File: src/design/apst_cfg.svh
// Purpose: constants for the alternate pin strap and tone block
// Assumes: word-addressed avalon slave, 32-bit data
// Notes: offsets are word indices
`ifndef APST_CFG_SVH
`define APST_CFG_SVH
`define APST_IDX_SEL 3'h0
`define APST_IDX_DIR 3'h1
`define APST_IDX_IN 3'h2
`define APST_IDX_OUT 3'h3
`define APST_IDX_TINT 3'h4
`define APST_IDX_TENB 3'h5
`define APST_IDX_MODE 3'h6
`define APST_SEL_INPUT_MODE 16'hC00F
`define APST_SEL_NORMAL 16'h0000
`define APST_BIT_BUS_REQUEST 14
`define APST_BIT_DMA_REQUEST 15
`define APST_BIT_TONE 13
`define APST_BOOT_LAST 2'h2
`define APST_TONE_LOW 8'hFF
`define APST_TONE_ONE 16'h0001
`define APST_TONE_ZERO 16'h0000
`endif

File: src/design/apst_pkg.sv
// Purpose: types for the alternate pin strap and tone block
// Assumes: nothing
// Notes: strap decode result
package apst_pkg;
  typedef enum logic [3:0] {
    APST_MODE_ALL_Z = 4'h1,
    APST_MODE_INPUT = 4'h2,
    APST_MODE_NORMAL = 4'h4,
    APST_MODE_TEST = 4'h8
  } apst_mode_t;
endpackage

File: src/design/apst_tone.sv
// Purpose: tone counter driving the bus-grant pin level
// Assumes: one clock, counter steps every cycle
// Notes: level held while disabled
`timescale 1ns/1ps
`default_nettype none
`include "apst_cfg.svh"
module apst_tone (
  input wire logic core_clk_in,
  input wire logic rstn_in,
  input wire logic [7:0] interval_in,
  input wire logic enable_in,
  output logic tone_level_out
);
  logic [15:0] count;
  logic [15:0] next_count;
  logic level;
  logic next_level;
  always_comb begin
    next_count = count - `APST_TONE_ONE;
    next_level = level;
    if (count == `APST_TONE_ZERO) begin
      next_count = {interval_in, `APST_TONE_LOW};
      if (enable_in) begin
        next_level = ~level;
      end
    end
  end
  always_ff @(posedge core_clk_in or negedge rstn_in) begin
    if (!rstn_in) begin
      count <= `APST_TONE_ZERO;
      level <= 1'b1;
    end else begin
      count <= next_count;
      level <= next_level;
    end
  end
  assign tone_level_out = level;
endmodule // apst_tone
`default_nettype wire

File: src/design/apst_top.sv
// What this block does
// straps decode to all-outputs-off, input pin mode, normal mode or an unused test mode.
// input pin mode keeps address lines 22-25 off from reset and presets select bits 0-3 and 14-15.
// normal mode drives address lines 22-25 and clears the select register at reset.
// select bits 14 and 15 disable the bus-request and dma-request inputs.
// the 16-bit tone counter reloads its upper byte from the interval at zero.
// each reload puts all ones into the lower byte.
// with tone enabled and select bit 13 set the bus-grant pin toggles at each counter zero.
// software writes output values, then direction, then select.
// a direction bit of zero means input, one means output.
// sampled levels of address pins 22-25 read back from a status register.
// the tone counter steps down each clock and the pin holds while disabled.
//
// Purpose: alternate pin mux, strap decode and tone output
// Assumes: straps stable around reset release; avalon-mm slave, word addressed
// Notes: one wait state on every access once the straps are captured
//
// Added by the designer: the placing of the registers and the Avalon-MM slave port.
`timescale 1ns/1ps
`default_nettype none
`include "apst_cfg.svh"
module apst_top
  import apst_pkg::*;
(
  input wire logic core_clk_in,
  input wire logic rstn_in,
  input wire logic float_strap_n_in,
  input wire logic test_strap_in,
  input wire logic [2:0] avs_address_in,
  input wire logic avs_read_in,
  input wire logic avs_write_in,
  input wire logic [31:0] avs_writedata_in,
  output logic [31:0] avs_readdata_out,
  output logic avs_waitrequest_out,
  input wire logic [3:0] addr_hi_in,
  input wire logic [3:0] addr_hi_norm_in,
  output logic [3:0] addr_hi_out,
  output logic [3:0] addr_hi_oe_out,
  output logic all_outputs_off_out,
  input wire logic bus_request_in,
  input wire logic dma_request_in,
  output logic bus_request_out,
  output logic dma_request_out,
  input wire logic bus_grant_norm_in,
  output logic bus_grant_out,
  output logic [14:0] alt_output_value_out
);
  ////////////////////////////////////////////////////////////
  // strap and pin synchronisers
  logic [1:0] strap_s1;
  logic [1:0] strap_s2;
  logic [5:0] pin_s1;
  logic [5:0] pin_s2;
  always_ff @(posedge core_clk_in or negedge rstn_in) begin
    if (!rstn_in) begin
      strap_s1 <= 2'h0;
      strap_s2 <= 2'h0;
      pin_s1 <= 6'h0;
      pin_s2 <= 6'h0;
    end else begin
      strap_s1 <= {float_strap_n_in, test_strap_in};
      strap_s2 <= strap_s1;
      pin_s1 <= {dma_request_in, bus_request_in, addr_hi_in};
      pin_s2 <= pin_s1;
    end
  end

  function automatic apst_mode_t decode_straps(input logic [1:0] s);
    case (s)
      2'h0: decode_straps = APST_MODE_ALL_Z;
      2'h1: decode_straps = APST_MODE_INPUT;
      2'h2: decode_straps = APST_MODE_NORMAL;
      default: decode_straps = APST_MODE_TEST;
    endcase
  endfunction

  ////////////////////////////////////////////////////////////
  // mode capture: straps taken once, after the synchroniser fills
  apst_mode_t mode;
  apst_mode_t next_mode;
  logic [1:0] boot_cnt;
  logic [1:0] next_boot_cnt;
  logic booted;
  logic next_booted;
  logic [15:0] sel;
  logic [15:0] next_sel;
  logic [3:0] dir;
  logic [3:0] next_dir;
  logic [14:0] outv;
  logic [14:0] next_outv;
  logic [7:0] tint;
  logic [7:0] next_tint;
  logic tenb;
  logic next_tenb;
  logic [31:0] rdata;
  logic [31:0] next_rdata;
  logic waitreq;
  logic next_waitreq;
  logic req;
  always_comb begin
    req = avs_read_in | avs_write_in;
    next_mode = mode;
    next_boot_cnt = boot_cnt;
    next_booted = booted;
    next_sel = sel;
    next_dir = dir;
    next_outv = outv;
    next_tint = tint;
    next_tenb = tenb;
    next_rdata = rdata;
    next_waitreq = 1'b1;
    if (!booted) begin
      next_boot_cnt = boot_cnt + 2'h1;
      if (boot_cnt == `APST_BOOT_LAST) begin
        next_booted = 1'b1;
        next_mode = decode_straps(strap_s2);
        if (decode_straps(strap_s2) == APST_MODE_INPUT) begin
          next_sel = `APST_SEL_INPUT_MODE;
        end else begin
          next_sel = `APST_SEL_NORMAL;
        end
      end
    end else if (req && waitreq) begin
      // answer one cycle after the request is seen
      next_waitreq = 1'b0;
      next_rdata = 32'h0;
      case (avs_address_in)
        `APST_IDX_SEL: next_rdata = {16'h0, sel};
        `APST_IDX_DIR: next_rdata = {28'h0, dir};
        `APST_IDX_IN: next_rdata = {28'h0, pin_s2[3:0]};
        `APST_IDX_OUT: next_rdata = {17'h0, outv};
        `APST_IDX_TINT: next_rdata = {24'h0, tint};
        `APST_IDX_TENB: next_rdata = {31'h0, tenb};
        `APST_IDX_MODE: next_rdata = {28'h0, mode};
        default: next_rdata = 32'h0;
      endcase
    end else if (avs_write_in && !waitreq) begin
      // commit on the edge the master sees waitrequest low, not earlier
      case (avs_address_in)
        `APST_IDX_SEL: next_sel = avs_writedata_in[15:0];
        `APST_IDX_DIR: next_dir = avs_writedata_in[3:0];
        `APST_IDX_OUT: next_outv = avs_writedata_in[14:0];
        `APST_IDX_TINT: next_tint = avs_writedata_in[7:0];
        `APST_IDX_TENB: next_tenb = avs_writedata_in[0];
        default: next_tenb = tenb;
      endcase
    end
  end
  always_ff @(posedge core_clk_in or negedge rstn_in) begin
    if (!rstn_in) begin
      mode <= APST_MODE_ALL_Z;
      boot_cnt <= 2'h0;
      booted <= 1'b0;
      sel <= `APST_SEL_NORMAL;
      dir <= 4'h0;
      outv <= 15'h0;
      tint <= 8'h0;
      tenb <= 1'b0;
      rdata <= 32'h0;
      waitreq <= 1'b1;
    end else begin
      mode <= next_mode;
      boot_cnt <= next_boot_cnt;
      booted <= next_booted;
      sel <= next_sel;
      dir <= next_dir;
      outv <= next_outv;
      tint <= next_tint;
      tenb <= next_tenb;
      rdata <= next_rdata;
      waitreq <= next_waitreq;
    end
  end

  ////////////////////////////////////////////////////////////
  // tone generator
  logic tone_level;
  apst_tone u_tone (
    .core_clk_in(core_clk_in),
    .rstn_in(rstn_in),
    .interval_in(tint),
    .enable_in(tenb),
    .tone_level_out(tone_level)
  );

  ////////////////////////////////////////////////////////////
  // pin muxing, registered so every output comes from a flop
  logic [3:0] next_a_out;
  logic [3:0] next_a_oe;
  logic next_off;
  logic next_bus_req;
  logic next_dma_req;
  logic next_grant;
  always_comb begin
    next_off = (mode == APST_MODE_ALL_Z) || !booted;
    next_a_out = addr_hi_norm_in;
    next_a_oe = 4'hF;
    for (int i = 0; i < 4; i++) begin
      if (sel[i]) begin
        next_a_out[i] = outv[i];
        next_a_oe[i] = dir[i];
      end
    end
    // off until straps are known, so input-mode pins never contend
    if (next_off) begin
      next_a_oe = 4'h0;
    end
    next_bus_req = sel[`APST_BIT_BUS_REQUEST] ? 1'b0 : pin_s2[4];
    next_dma_req = sel[`APST_BIT_DMA_REQUEST] ? 1'b0 : pin_s2[5];
    next_grant = sel[`APST_BIT_TONE] ? tone_level : bus_grant_norm_in;
  end
  always_ff @(posedge core_clk_in or negedge rstn_in) begin
    if (!rstn_in) begin
      addr_hi_out <= 4'h0;
      addr_hi_oe_out <= 4'h0;
      all_outputs_off_out <= 1'b1;
      bus_request_out <= 1'b0;
      dma_request_out <= 1'b0;
      bus_grant_out <= 1'b1;
    end else begin
      addr_hi_out <= next_a_out;
      addr_hi_oe_out <= next_a_oe;
      all_outputs_off_out <= next_off;
      bus_request_out <= next_bus_req;
      dma_request_out <= next_dma_req;
      bus_grant_out <= next_grant;
    end
  end
  assign avs_readdata_out = rdata;
  assign avs_waitrequest_out = waitreq;
  assign alt_output_value_out = outv;
endmodule // apst_top
`default_nettype wire

File: config.mk
export PLATFORM = sky130hd
export DESIGN_NAME = apst_top
export DESIGN_NICKNAME = d
export VERILOG_FILES = /design/src/design/apst_pkg.sv /design/src/design/apst_tone.sv /design/src/design/apst_top.sv
export VERILOG_INCLUDE_DIRS = /design/src /design/src/design
export SDC_FILE = /design/constraint.sdc
export NUM_CORES = 1
export LEC_CHECK = 0
export BUFFER_PORTS_ARGS = -buffer_cell sky130_fd_sc_hd__buf_2
export CAP_MARGIN = 20
export CORE_ASPECT_RATIO = 0.7
export CORE_MARGIN = 2
export CORE_UTILIZATION = 30
export CTS_BUF_LIST = sky130_fd_sc_hd__clkbuf_8
export DETAILED_ROUTE_END_ITERATION = 7
export SLEW_MARGIN = 20
export SYNTH_ARGS = -nofsm -noshare
export SYNTH_HDL_FRONTEND = slang
export SYNTH_SLANG_ARGS = --single-unit
File: constraint.sdc
create_clock -name core_clk_in -period 2.6 [get_ports core_clk_in]
set_input_delay 0.26 -clock core_clk_in [delete_from_list [all_inputs] [get_ports core_clk_in]]
set_output_delay 0.26 -clock core_clk_in [all_outputs]
set_load 0.1 [all_outputs]
* Word level (Yosys, flattened, before mapping) *
Cells that the tools add are included.

word-level totals
  register bits = 129
  bits of input ports = 52
  output and inout bits = 60
  logic and storage cells = 86

operators by class
  $add $sub $neg = 2
  equality and inequality tests = 14
  mux-type cells = 27
  bitwise gates (word level) = 4
  reduce and logical (&&, ||, !) cells = 17

operators by type and width
  operator                 number
  $mux W16                 7
  $pmux W16 S7             1
  $reduce_and A4 Y1        5
  $logic_not A16 Y1        1
  $sub A16 B1 Y16 const B  1
  $mux W1                  15
  $mux W4                  3
  $pmux W4 S3              1
  $eq A3 B3 Y1 const B     3
  $eq A3 B2 Y1 const B     2
  $reduce_and A2 Y1        3
  $eq A2 B2 Y1 const B     2
  $eq A4 B1 Y1 const B     1
  $eq A4 B2 Y1 const B     1
  $ne A2 B1 Y1 const B     2
  $eq A3 B1 Y1 const B     1
  $logic_not A3 Y1         1
  $not A1 Y1               3
  $add A2 B1 Y2 const B    1
  $eq A2 B1 Y1 const B     1
  $logic_and A1 B1 Y1      2
  $logic_not A1 Y1         2
  $logic_not A2 Y1         1
  $ne A2 B2 Y1 const B     1
  3 further kinds          3

* Longest topological paths before layout *
  word-level depth = 8
  mapped depth = 8
  gate-level depth less buffers = 6

* By module *
A second synthesis with hierarchy kept.

unflattened totals
  cells, all modules = 408
  area, all modules = 4,968.5 um^2

by module, submodules not included
  module     times used  cells an instance  area an instance (um^2)
  apst_top   1           325                4,053.9
  apst_tone  1           83                 914.6

* Least setup slack after synthesis *
No wires, ideal clock.

  path kind = register -> register
  start = reg u_tone.count[3]
  end = reg u_tone.count[15]
  library setup time = 73 ps
  data arrival time = 1,888 ps
  required time = 2,527 ps
  slack = 639 ps
  cell stages (with the launch flop) = 6
  path buffers = 1
  period minus slack after synthesis = 1,961 ps
  cells stage by stage = dfrtp_1 -> or4_4 -> or4_1 -> buf_2 -> o31a_1 -> a21oi_2

on the way
  cells in the longest elaborated chain, start to end = 2
  elaborated cells on any way between the ends = 3

ends and longest elaborated chain
  element                                                         RTL line         source
  from (decl)                                                     apst_tone.sv:14  logic [15:0] count;
  from (signal assigned)                                          apst_tone.sv:30  count <= `APST_TONE_ZERO;
  from (signal assigned)                                          apst_tone.sv:33  count <= next_count;
  $sub A16 B1 Y16 (no line) or $logic_not A16 Y1 (tied branches)  --
  $mux W16 *                                                      apst_tone.sv:21  if (count == `APST_TONE_ZERO) begin
  named net u_tone.next_count[15]                                 apst_tone.sv:15  logic [15:0] next_count;

The timed path passes the listed nets; every way through them passes the cells marked *.
A chain may end at the register's enable or synchronous reset.

* Worst setup path after layout *
Same ends and word-level chain as after synthesis.

==> run_results.csv <==
group,metric,value,unit
floorplan,fp.dieW,155,um
sta,drv_slew,0,
critical_path,end_kind,"flip-flop",
routing,via_per_inst,4.64,
grt,antenna_found_initial,0,
sta,setup_viol,0,
critical_path,worstPathCellList,"or4_4, or4_1, o31a_1, a21oi_2",
sta,setup_slack,0.431,ns
clock_network,ctsResizeCount,0,
place,dp.cells,684,
floorplan,coreArea,0.0155,sq mm
routing,drt_wl_total,11.3,mm
power,powerDensity,981,mW/mm^2
critical_path,crit_slowest_cell,"or4_1",
layout,nNetsFinal,567,
critical_path,crit_family,"simple AND/OR/NAND/NOR gates",
clock_network,clk_pin_slew_worst_paths,0.07,ns
grt,grt_pass1_vias,3444,
power,leakage,2.75,nW
clock_network,cts.sinks,113,
layout,syn_to_final_growth,23.3,%
clock_network,cts_root_buffer,"clkbuf_8",
synth,postSynthAreaPerCell,11.6,sq um
synth,syn_inst,411,
routing,drtAntennaViolNets,0,
layout,stdcell_count,725,
critical_path,cp_max_fo,9,
place,place_congestion,0.780,
synth,ys_ff_latch,113,
power,peakVddDrop,677,uV
grt,grt_max_degree,53,
routing,dr.pass1.iters,4,
place,numPortBuffers,79,
sta,hold_violations,0,
routing,num_vias,3365,
clock_network,cts_tree,"done",
synth,yosys_warnings,0,
synth,ys_seq_area_share,59.2,%
synth,synth_edf_count,0,
critical_path,arrival,2.51,ns
sta,maxSlewHeadroom,43.1,%
synth,synth_top_cell_area_share,56.5,%
clock_network,cts_buffers,17,
routing,drc,0,
sta,fmax,461,MHz
layout,fillers,1534,
floorplan,chipHeight,110,um
synth,synth-main-ff-cell,"dfrtp_1",
place,hpwl,7.96,mm
sta,fin_crit,2.17,ns
floorplan,start_util,30.8,%
floorplan,num_rows,38,
critical_path,startpoint_type,"flip-flop",
critical_path,slowest_delay,0.73,ns
clock_network,cts_setup_buffers,0,
critical_path,critPathBufInv,0,
critical_path,path_class,"reg2reg",
sta,hold_ws,0.0628,ns
min_path,hp-class,"in2reg",
sta,tightest_slew,0.846,ns
synth,async_flop_share,100,%
synth,yosys-top-cells-area,"dfrtp_1, mux2_2, nand2_1, a22o_1, o21ai_0",
grt,grt_pass1_wl,18.4,mm
routing,avgRoutedWirePerCell,15.6,um
layout,drive_gt1_share,32.6,%
grt,grt_overflow_total,0,
synth,yosys-top-cells-count,"dfrtp_1, nand2_1, mux2_2, o21ai_0, a21oi_1",
clock_network,clk_latency,0.42,ns
sta,skew,0.0138,ns
critical_path,required,2.94,ns
status,status,"completed",
sta,rsz0062_at_grt,"no",
clock_network,htree_levels,4,
routing,drt_iter0_drc,220,
synth,syn-cell-area,0.00479,sq mm
sta,fin_setup_tns,0,ns
synth,yosysMostFrequentCell,"dfrtp_1",
grt,grt_use_total,14.3,%
floorplan,ios,112,
synth,synth.distinct_cells,47,
sta,fin_crit_sh,83.4,%
layout,antenna_cells,0,
clock_network,cts.path.max_buffers,2,
job,cap_violations,0,
synth,yosysTopAreaCell,"dfrtp_1",
place,place_ws,0.466,ns
floorplan,dieArea,0.0170,sq mm
==> layer usage <==
metal | routed length [um] | global-route usage (%) | share of wire [%] | vias up
li1 | - | - | - | 1616
met2 | 4800 | 20.9 | 42 | 106
met3 | 796 | 4.53 | 7.0 | 2
met4 | 33 | 3.37 | 0.29 | 0
met5 | 0 | 0 | 0 | -
met1 | 5670 | 20.5 | 50 | 1641
==> placed cells by master (no fill, tap or decap), types with 5 or more instances in the layout <==
| cell type | n |
|---|---|
| nor2_1 | 20 |
| a22o_1 | 18 |
| inv_1 | 15 |
| a21oi_1 | 24 |
| mux2_2 | 33 |
| xnor2_1 | 8 |
| clkbuf_8 | 17 |
| conb_1 | 16 |
| dfstp_2 | 5 |
| nand2b_1 | 6 |
| dfrtp_1 | 108 |
| nor4_1 | 5 |
| nor3_1 | 5 |
| dlygate4sd3_1 | 9 |
| nand2_1 | 49 |
| buf_2 | 78 |
| o21ai_0 | 28 |
| buf_4 | 14 |
==> final cells by class <==
type	instances	area (sq um)	area share (%)
multi-input combinational	267	1780	30.2
clock buffer	17	234	3.96
sequential	113	2830	48.0
inverter	11	41.3	0.700
tap	200	250	4.24
clock inverter	15	155	2.63
timing repair buffer	102	606	10.3
==> final timing paths <==
check | startpoint | to | slack [ns] | cells after the start
setup / recovery | u_tone.count[3] | u_tone.count[15] | 0.43 | 4
hold / removal | avs_writedata_in[13] | sel[13] | 0.06 | 3
setup reg to reg | u_tone.count[3] | u_tone.count[15] | 0.43 | 4
hold reg to reg | strap_s1[0] | strap_s2[0] | 0.35 | 0
max in group asynchronous | rstn_in | mode[0] | 1.48 | 3
min in group asynchronous | rstn_in | avs_readdata_out[11] | 0.35 | 2
==> worst min-delay path, cell delays in order <==
cell     delay [ns]
buf_2          0.09
nand2_1        0.04
o21ai_0        0.06
==> where the power goes <==
part           leakage (nW)  switching, mW  internal (mW)  total (mW)
logic                  1.17           1.52          0.374        1.89
registers              1.37          0.203           2.05        2.25
clock network         0.202          0.720          0.925        1.64
total                  2.75           2.44           3.35        5.79
==> registers in the layout (all words and copies together), names as in the netlist, 6 cells and up <==
signal and flops:
tint 8, u_tone.count 16, pin_s2 6, pin_s1 6, alt_output_value_out 15, avs_readdata_out 16, sel 16
==> per-stage QoR <==
stage                     instance area [sq um]  utilization [%]  power, mW
after global routing                       5900             38.0       6.06
after global placement                     5420             34.9       4.14
after detailed placement                   5420             34.9       4.18
final                                      5900             38.0       5.79
after CTS                                  5900             38.0       5.85
after floorplan                            4840                -       3.80
==> kinds of logic after synthesis <==
| kind of cell | share of synthesized area [%] |
|---|---|
| DFF | 59.2 |
| and+or+nand+nor | 11.4 |
| AOI/OAI and AO/OA | 11.1 |
| buffers and inverters | 4.97 |
| muxes | 10.3 |
| xor gates and xnor gates | 2.20 |
| adders and majority gates | 0.784 |
| other | 0.0783 |
==> repair_timing <==
action,in CTS,in global routing
hold buffers,9,0
setup endpoints to repair,0,0
hold endpoints to repair,42,0
No activity file was read; power rests on OpenSTA's default activity.
